==> src/hw/ust_map.svh <==
// register map, field positions, reset values and timing constants for the threshold block
// Overview of operation
// RULE_01: eight-bit writable frame threshold count, resets zero
// RULE_02: software sizes threshold to largest packet length
// RULE_03: upper bits of both registers read zero
// RULE_04: seven-bit field gives table address bits 15-9
// RULE_05: table base is 512-byte aligned, low bits zero
// RULE_06: page register bit zero reads zero
// RULE_07: module runs only from 48 MHz clock; the frame timing constants here assume a 25 MHz core clock
// RULE_08: pll reference input must be 4 MHz
// RULE_09: disabled module releases data, id, power pins
// RULE_10: host withholds tokens when frame time short
`ifndef UST_MAP_SVH
`define UST_MAP_SVH
`define UST_OFF_SOF_THR     8'h00
`define UST_OFF_BDT_PAGE    8'h04
`define UST_OFF_CTRL        8'h08
`define UST_OFF_STATUS      8'h0C
`define UST_THR_RST         8'h00
`define UST_PAGE_RST        7'h00
`define UST_PAGE_LSB        1
`define UST_PAGE_MSB        7
`define UST_BASE_LSB        9
`define UST_CTRL_EN_BIT     0
`define UST_CTRL_HOST_BIT   1
`define UST_CTRL_CLKOK_BIT  2
`define UST_CLK_MHZ         25
// one byte time of a 1500-byte frame; truncated to whole cycles, so a frame runs slightly short
`define UST_BYTE_NS         670
`define UST_BYTE_CYC        ((`UST_BYTE_NS * `UST_CLK_MHZ) / 1000)
`define UST_FRAME_BYTES     14'h05DC
`endif

==> src/hw/ust_pkg.sv <==
// types shared by the threshold block
package ust_pkg;
    typedef enum logic [1:0] {UST_IDLE, UST_WAIT, UST_BUSY} ust_tok_e;
endpackage : ust_pkg

==> src/hw/ust_frame_cnt.sv <==
// frame byte-time counter: bytes left before the next start-of-frame
`timescale 1ns/1ps
`default_nettype none
`include "ust_map.svh"
module ust_frame_cnt
    import ust_pkg::*;
(
    input  wire logic        core_clk,
    input  wire logic        rst_n,
    input  wire logic        run,
    output logic [13:0]      bytes_left_q,
    output logic             sof_q
);
    logic [7:0] div_q;
    always_ff @(posedge core_clk or negedge rst_n) begin
        if (!rst_n) begin
            div_q <= 8'h00;
        end else if (!run || div_q == 8'(`UST_BYTE_CYC - 1)) begin
            div_q <= 8'h00;
        end else begin
            div_q <= div_q + 8'h01;
        end
    end
    always_ff @(posedge core_clk or negedge rst_n) begin
        if (!rst_n) begin
            bytes_left_q <= `UST_FRAME_BYTES;
            sof_q        <= 1'b0;
        end else begin
            sof_q <= 1'b0;
            if (!run) begin
                bytes_left_q <= `UST_FRAME_BYTES;
            end else if (div_q == 8'(`UST_BYTE_CYC - 1)) begin
                if (bytes_left_q == 14'h0001) begin
                    bytes_left_q <= `UST_FRAME_BYTES;
                    sof_q        <= 1'b1;
                end else begin
                    bytes_left_q <= bytes_left_q - 14'h0001;
                end
            end
        end
    end
endmodule : ust_frame_cnt
`default_nettype wire

==> src/hw/ust_top.sv <==
// frame threshold and descriptor table page registers with token gate and pin release
`timescale 1ns/1ps
`default_nettype none
`include "ust_map.svh"
module ust_top
    import ust_pkg::*;
(
    input  wire logic        core_clk,
    input  wire logic        rst_n,
    input  wire logic        wb_cyc_i,
    input  wire logic        wb_stb_i,
    input  wire logic        wb_we_i,
    input  wire logic [7:0]  wb_adr_i,
    input  wire logic [3:0]  wb_sel_i,
    input  wire logic [31:0] wb_dat_i,
    output logic [31:0]      wb_dat_o,
    output logic             wb_ack_o,
    input  wire logic        tok_req,
    output logic             tok_start,
    input  wire logic        tok_done,
    output logic [31:0]      bdt_base,
    input  wire logic        usb_dp_out,
    input  wire logic        usb_dp_oe_n,
    input  wire logic        usb_dm_out,
    input  wire logic        usb_dm_oe_n,
    input  wire logic        usb_id_out,
    input  wire logic        usb_id_oe_n,
    input  wire logic        bus_power_control_out,
    input  wire logic [3:0]  gpio_out,
    input  wire logic [3:0]  gpio_oe_n,
    output logic [3:0]       pin_out,
    output logic [3:0]       pin_oe_n
);
    logic [7:0]  frame_threshold_count_q;
    logic [6:0]  descriptor_base_mid_bits_q;
    logic [2:0]  ctrl_q;
    logic        ack_q;
    logic [31:0] rdat_q;
    logic [13:0] bytes_left_q;
    logic        sof_q;
    logic        usb_on;
    logic        short_frame;
    ust_tok_e    tok_q;
    wire logic   acc = wb_cyc_i && wb_stb_i && !ack_q;
    wire logic   wr  = acc && wb_we_i && wb_sel_i[0];

    ////////////////////////////////////////////////////////////////////////////////
    // register writes
    always_ff @(posedge core_clk or negedge rst_n) begin
        if (!rst_n) begin
            frame_threshold_count_q    <= `UST_THR_RST;              // see RULE_01
            descriptor_base_mid_bits_q <= `UST_PAGE_RST;             // see RULE_04
            ctrl_q                     <= 3'h0;
        end else if (wr) begin
            if (wb_adr_i == `UST_OFF_SOF_THR) begin
                frame_threshold_count_q <= wb_dat_i[7:0];            // see RULE_01
            end else if (wb_adr_i == `UST_OFF_BDT_PAGE) begin
                descriptor_base_mid_bits_q <=
                    wb_dat_i[`UST_PAGE_MSB:`UST_PAGE_LSB];           // see RULE_04
            end else if (wb_adr_i == `UST_OFF_CTRL) begin
                ctrl_q <= wb_dat_i[2:0];
            end
        end
    end

    ////////////////////////////////////////////////////////////////////////////////
    // read data and ack; unmapped reads return zero, writes are dropped
    always_ff @(posedge core_clk or negedge rst_n) begin
        if (!rst_n) begin
            ack_q  <= 1'b0;
            rdat_q <= 32'h0000_0000;
        end else begin
            ack_q <= acc;
            if (acc) begin
                if (wb_adr_i == `UST_OFF_SOF_THR) begin
                    rdat_q <= {24'h00_0000, frame_threshold_count_q};  // see RULE_03
                end else if (wb_adr_i == `UST_OFF_BDT_PAGE) begin
                    rdat_q <= {24'h00_0000, descriptor_base_mid_bits_q, 1'b0}; // see RULE_06
                end else if (wb_adr_i == `UST_OFF_CTRL) begin
                    rdat_q <= {29'h0000_0000, ctrl_q};
                end else if (wb_adr_i == `UST_OFF_STATUS) begin
                    rdat_q <= {16'h0000, short_frame, tok_q == UST_BUSY, bytes_left_q};
                end else begin
                    rdat_q <= 32'h0000_0000;
                end
            end
        end
    end
    assign wb_ack_o = ack_q;
    assign wb_dat_o = rdat_q;

    // table base: only bits 15-9 programmable, 512-byte aligned
    assign bdt_base = {16'h0000, descriptor_base_mid_bits_q, 9'h000};  // see RULE_05

    ////////////////////////////////////////////////////////////////////////////////
    // the core may only run when software vouches for the 48 MHz clock
    assign usb_on = ctrl_q[`UST_CTRL_EN_BIT] && ctrl_q[`UST_CTRL_CLKOK_BIT]; // see RULE_07

    ust_frame_cnt u_frame (
        .core_clk     (core_clk),
        .rst_n        (rst_n),
        .run          (usb_on),
        .bytes_left_q (bytes_left_q),
        .sof_q        (sof_q)
    );

    // gate compares against a whole byte count, so a threshold of zero never blocks
    assign short_frame = bytes_left_q < {6'h00, frame_threshold_count_q};

    ////////////////////////////////////////////////////////////////////////////////
    // token gate in host role
    always_ff @(posedge core_clk or negedge rst_n) begin
        if (!rst_n) begin
            tok_q <= UST_IDLE;
        end else begin
            case (tok_q)
                UST_IDLE: begin
                    if (usb_on && ctrl_q[`UST_CTRL_HOST_BIT] && tok_req) begin
                        tok_q <= short_frame ? UST_WAIT : UST_BUSY;   // see RULE_10
                    end
                end
                UST_WAIT: begin
                    if (!usb_on) begin
                        tok_q <= UST_IDLE;
                    end else if (sof_q) begin
                        tok_q <= UST_IDLE;
                    end
                end
                UST_BUSY: begin
                    if (tok_done || !usb_on) begin
                        tok_q <= UST_IDLE;
                    end
                end
                default: tok_q <= UST_IDLE;
            endcase
        end
    end
    assign tok_start = (tok_q == UST_IDLE) && usb_on && ctrl_q[`UST_CTRL_HOST_BIT]
                       && tok_req && !short_frame;                  // see RULE_10

    ////////////////////////////////////////////////////////////////////////////////
    // pin ownership: 0 d+, 1 d-, 2 id, 3 bus power
    always_comb begin
        if (usb_on) begin
            pin_out  = {bus_power_control_out, usb_id_out, usb_dm_out, usb_dp_out};
            pin_oe_n = {1'b0, usb_id_oe_n, usb_dm_oe_n, usb_dp_oe_n};
        end else begin
            pin_out  = gpio_out;                                     // see RULE_09
            pin_oe_n = gpio_oe_n;                                    // see RULE_09
        end
    end
endmodule : ust_top
`default_nettype wire

==> config.mk <==
export PLATFORM = sky130hd
export DESIGN_NAME = ust_top
export DESIGN_NICKNAME = d
export VERILOG_FILES = /design/src/hw/ust_pkg.sv /design/src/hw/ust_frame_cnt.sv /design/src/hw/ust_top.sv
export VERILOG_INCLUDE_DIRS = /design/src /design/src/hw
export SDC_FILE = /design/constraint.sdc
export NUM_CORES = 1
export LEC_CHECK = 0
export ABC_CLOCK_PERIOD_IN_PS = 2050
export BUFFER_PORTS_ARGS = -buffer_cell sky130_fd_sc_hd__buf_2
export CORE_AREA = 2 2 91 93
export CTS_CLUSTER_DIAMETER = 150
export CTS_CLUSTER_SIZE = 25
export DETAILED_ROUTE_END_ITERATION = 10
export DIE_AREA = 0 0 93 95
export GPL_TIMING_DRIVEN = 0
export MAX_ROUTING_LAYER = met4
export PLACE_DENSITY = 0.76
export SYNTH_ARGS = -nofsm -noshare
export SYNTH_HDL_FRONTEND = slang
export SYNTH_SLANG_ARGS = --single-unit
==> constraint.sdc <==
create_clock -name core_clk -period 2.05 [get_ports core_clk]
set_input_delay 0.615 -clock core_clk [delete_from_list [all_inputs] [get_ports core_clk]]
set_output_delay 0.615 -clock core_clk [all_outputs]
set_load 0.005 [all_outputs]
== Word-level counts from Yosys, hierarchy flattened ==
Index checks and enable logic that the tools add are counted.

* Reduce and logical (&&, ||, !) cells: 22
* Bitwise gates (word level): 2
* Equal/unequal tests: 11
* Multiplexer cells: 19
* Multipliers: 0
* Add/sub/neg operators: 2
* Shifts and indexed selects: 0
* Divide/modulo/power cells: 0
* $lt $le $gt $ge: 1

{| class="wikitable"
|+ Operator list
! kind !! count
|-
| 16-bit two-way mux || 4
|-
| 14-bit two-way mux || 3
|-
| 8-bit by 4-bit == test with 1-bit output (second input constant) || 3
|-
| 14-bit by 1-bit == test with 1-bit output (second input constant) || 1
|-
| 14-bit by 8-bit less-than comparator with 1-bit output || 1
|-
| 14-bit by 1-bit subtractor with 14-bit output (second input constant) || 1
|-
| 1-bit logical AND || 11
|-
| 2-bit two-way mux || 5
|-
| 8-bit by 1-bit adder with 8-bit output (second input constant) || 1
|-
| 8-bit by 3-bit == test with 1-bit output (second input constant) || 1
|-
| 8-bit logical NOT || 1
|-
| 4-bit two-way mux || 2
|-
| 8-bit two-way mux || 1
|-
| 2-bit one-hot mux with 3 select lines || 1
|-
| 3-bit AND reduction || 2
|-
| 2-bit inequality test (second input constant) || 2
|-
| 4-bit AND reduction || 1
|-
| 1-bit logical NOT || 3
|-
| 1-bit two-way mux || 3
|-
| 3-bit inequality test (second input constant) || 1
|-
| 2-bit by 1-bit == test with 1-bit output (second input constant) || 1
|-
| 2-bit == test (second input constant) || 1
|-
| 2-bit logical NOT || 1
|-
| 1-bit logical OR || 2
|-
| 3 further kinds || 4
|}

* Register bits: 76
* Output and inout bits: 74
* Input port bits: 66
* ROM bits: 0
* Memories: 0
* Bits in writable memories: 0
* Logic and storage cells: 66
* Latch bits: 0

== Logic depth before layout (Yosys ltp) ==
* Depth after elaboration: 5
* Mapped depth: 8

== Modules after synthesis ==
A second synthesis with hierarchy kept.

* Cell total of the unflattened synthesis: 333
* Area total of the unflattened synthesis: 3488.3 um^2

{| class="wikitable"
|+ Modules (own cells, without submodules)
! module !! area an instance (um^2) !! instances !! cells an instance
|-
| ust_top || 2232.1 || 1 || 206
|-
| ust_frame_cnt || 1256.2 || 1 || 127
|}

== Least setup slack after synthesis ==
Ideal clock, no wire load.

* Path kind: input-to-reg
* Start: input wb_adr_i[1]
* End: register frame_threshold_count_q[0]
* Data arrival time: 2.028 ns
* Path slack: -0.102 ns
* Buffers on the path: 0
* Stages on the path: 4
* Setup time: 0.125 ns
* Path through: or4_4 > nor4_4 > nand4_2 > mux2_2

* Word-level cells in the longest chain between the ends: 2

{| class="wikitable"
|+ RTL lines
! element !! RTL line !! RTL
|-
| start: declaration || ust_top.sv:13 || <nowiki>input wire logic [7:0] wb_adr_i,</nowiki>
|-
| 8-bit logical NOT (no source line) || -- ||
|-
| 2-bit AND reduction (no source line) || -- ||
|-
| end signal: assignment || ust_top.sv:51 || <nowiki>frame_threshold_count_q <= `UST_THR_RST;</nowiki>
|-
| end signal: assignment || ust_top.sv:56 || <nowiki>frame_threshold_count_q <= wb_dat_i[7:0];</nowiki>
|-
| end: declaration || ust_top.sv:34 || <nowiki>logic [7:0] frame_threshold_count_q;</nowiki>
|}

Every way passes these cells.
A chain may end at the register's enable or synchronous reset.

== Worst setup path in the final report ==
* Start: register u_frame.bytes_left_q[3]
* End: output tok_start

* Word-level cells in the longest chain between the ends: 3

{| class="wikitable"
|+ RTL lines
! element !! RTL line !! RTL
|-
| start: declaration || ust_frame_cnt.sv:11 || <nowiki>output logic [13:0] bytes_left_q,</nowiki>
|-
| start signal: assignment || ust_frame_cnt.sv:26 || <nowiki>bytes_left_q <= `UST_FRAME_BYTES;</nowiki>
|-
| start signal: assignment || ust_frame_cnt.sv:31 || <nowiki>bytes_left_q <= `UST_FRAME_BYTES;</nowiki>
|-
| start signal: assignment || ust_frame_cnt.sv:34 || <nowiki>bytes_left_q <= `UST_FRAME_BYTES;</nowiki>
|-
| 14-bit by 8-bit less-than comparator with 1-bit output || ust_top.sv:108 || <nowiki>assign short_frame = bytes_left_q < {6'h00, frame_threshold_count_q};</nowiki>
|-
| 1-bit logical NOT || ust_top.sv:139 || <nowiki>&& tok_req && !short_frame;</nowiki>
|-
| 1-bit logical AND || ust_top.sv:138 || <nowiki>assign tok_start = (tok_q == UST_IDLE) && usb_on && ctrl_q[`UST_CTRL_HOST_BIT]</nowiki>
|-
| end: declaration || ust_top.sv:19 || <nowiki>output logic tok_start,</nowiki>
|}

Every way passes these cells.

==> results.yml <==
floorplanning:
  num_rows: 33
  ios: 140
  die_y_um: 95
  die_width_um: 93
  die-area_sq_um: 8840
  fp.coreArea_sq_um: 7930
  start_util_pct: 42.3
timing:
  worstMarginPinSlew_ns: 0.732
  grt_setup_unrepaired: "true"
  period_share_pct: 119
  slew-limit-headroom_pct: 51.2
  setup-violations-final: 8
  final_max_slew_viol_count: 0
  timing.fmax_mhz: 410
  finalHoldViolations: 0
  post-route-min-period_ns: 2.44
  clock_skew_ns: 0.00889
  setup_ws_ns: -0.390
  fin_setup_tns_ns: -1.93
synthesis:
  syn_area_sq_um: 3360
  ys_ff_latch: 60
  synthCells: 317
  synthArstFlopShare_pct: 100
  yosysTopAreaCellShare_pct: 39.5
  synth_edf_count: 0
  ys_seq_area_share_pct: 45.0
  synth_top_cell_by_area: "dfrtp_1"
  ys_warn_count: 0
  ys_top_cells_by_count: "53 x dfrtp_1, 41 x buf_4, 30 x mux2_2"
  avgSynthCellArea_sq_um: 10.6
  yosys-top-cells-area: "dfrtp_1 40%, mux2_2 10%, buf_4 9.2%"
  yosysUniqueCellTypes: 46
  synth-main-ff-cell: "dfrtp_1"
  synth.most_common_cell: "dfrtp_1"
finish:
  layout-drive-gt1-share_pct: 46.2
  finalNetCount: 534
  syn_to_final_growth_pct: 34.1
  fill_cells: 680
  diodes: 0
  fin_area_sq_um: 4500
power_and_ir_drop:
  peakVddDrop_mv: 0.272
  p_int_uw: 1930
  clkPwrFrac_pct: 43.1
  p_switching_uw: 537
  p_seq_share_pct: 48.4
  powerDensity_nw_per_um2: 547
  combPwrFrac_pct: 8.6
  netSwitchingFraction_pct: 21.8
  power_leakage_uw: 0.00225
grt:
  antenna_found_initial: 0
  grt-ovfl-total: 0
  grt_pass1_wl_mm: 12.2
  grt_max_degree: 61
  grt_pass1_vias: 2595
  grtUsageTotal_pct: 18.2
drt:
  postRouteAntennaNets: 0
  dr.pass1.iters: 4
  drt_iter0_drc: 132
  drc: 0
  wl_mm: 7.57
  vias: 2762
  viasPerCell: 4.86
  routedWlPerCell_um: 13.3
critical_path:
  startpoint_type: "flop"
  cp-end-kind: "output pin"
  crit_fanout: 2
  worstPathArrival_ns: 1.82
  crit_required_ns: 1.43
  path_class: "flop to output pin"
cts:
  numCtsBuffers: 9
  htreeDepth: 3
  clk_path_buf_depth: 2
  clk_latency_ns: 0.33
  cts_tree: "done"
  hold_buffers: 0
  clock-sinks: 60
  path_clk_slew_ns: 0.06
  cts-root-buf: "clkbuf_8"
flow_run:
  max_cap_viol_count: 0
status:
  violations: "setup timing"
  status: "finished, violations left"
placed_design:
  hpwl_mm: 5.45
  preCtsSetupSlack_ns: -0.455
  place_area_sq_um: 4000
  place.gp.congestion: 0.863
  numPortBuffers: 71
hold_path:
  hold_class: "primary input to asynchronous set/reset pin"
-- final cells by class --
cell class | instances | area (sq um) | share of cell area, %
buffer | 49 | 355 | 7.90
clock buffer | 14 | 163 | 3.61
clock inverter | 2 | 35.0 | 0.778
inverter | 13 | 48.8 | 1.08
multi-input combinational | 234 | 1730 | 38.4
sequential | 60 | 1510 | 33.6
tap | 105 | 131 | 2.92
timing repair buffer | 91 | 526 | 11.7
-- state kept, by name, indices dropped and copies added (netlist names) --
register	cells
descriptor_base_mid_bits_q	7
wb_dat_o	16
wb_ack_o	1
ctrl_q	3
u_frame.sof_q	1
frame_threshold_count_q	8
u_frame.div_q	8
tok_q	2
u_frame.bytes_left_q	14
-- power groups by stage --
stage	combinational [uW]	clock (uW)	sequential (uW)
6_report	211	1060	1190
5_1_grt	235	1140	1190
4_1_cts	207	1070	1190
3_5_place_dp	201	0	1210
3_3_place_gp	198	0	1210
2_1_floorplan	116	0	1210
-- cell families after synthesis --
logic type	after synthesis	synth area share, %
AO/OA/AOI/OAI	42	8.91
XOR/XNOR	15	3.92
adder cells (fa/ha/maj)	10	3.73
buffers and inverters	63	11.7
flip-flops	60	45.0
multiplexers	33	11.7
other	1	0.112
AND/OR/NAND/NOR	93	14.9
-- worst max-delay path, stage by stage, from the launching register on --
cell,delay [ns]
dfstp_2,0.56
ha_4,0.21
a21oi_1,0.17
o221a_2,0.25
o21a_1,0.16
nor2_2,0.04
buf_2,0.12
-- path summary, 6_finish.rpt --
| path | start | end | slack (ns) | cells past startpoint |
|---|---|---|---|---|
| worst max register to register | wb_ack_o | ctrl_q[2] | 0.13 | 5 |
| worst min-delay path | rst_n | u_frame.div_q[5] | 0.35 | 1 |
| min in group core_clk | u_frame.div_q[0] | u_frame.div_q[0] | 0.46 | 1 |
| worst min register to register | u_frame.div_q[0] | u_frame.div_q[0] | 0.46 | 1 |
| max in group asynchronous | rst_n | u_frame.bytes_left_q[5] | 1.18 | 1 |
| worst max-delay path | u_frame.bytes_left_q[3] | tok_start | -0.39 | 6 |
-- metrics by stage --
| step | util (%) | instances | total power [uW] | hold slack [ns] |
|---|---|---|---|---|
| after global placement | 50.4 | 533 | 1410 | 0.445 |
| after detailed placement | 50.4 | 533 | 1410 | 0.451 |
| after floorplan | - | 357 | 1330 | 0.319 |
| final | 56.8 | 568 | 2460 | 0.351 |
| after global routing | 56.8 | 568 | 2560 | 0.403 |
| after CTS | 55.5 | 564 | 2470 | 0.459 |
-- cells in the final DEF (no fill, tap or decap), types with 6 or more instances in the layout --
master	netlist	layout
buf_4	41	60
o21ai_0	10	10
clkbuf_8	0	11
dfrtp_1	53	51
buf_2	2	70
inv_1	13	13
clkbuf_1	7	7
a22oi_1	6	6
xnor2_1	12	12
a22o_1	9	9
nand2_1	25	24
mux2_2	30	28
nor4_1	8	7
nor2_1	24	22
ha_1	10	7
dfstp_2	7	7
conb_1	1	41
-- layer usage --
metal	track usage, %	vias to the layer above	wire, um
met5	-	-	0
met4	6.62	0	119
met3	4.47	12	536
met2	30.1	111	3780
met1	21.9	1316	3140
li1	-	1323	-
-- repair_timing --
action / CTS / global route
setup buffers: 15 / 6
endpoints found under the setup margin: 28 / 46
pin swaps: 6 / 6
gates resized for setup: 19 / 13
Note: power is estimated with default switching activity, not from simulation.
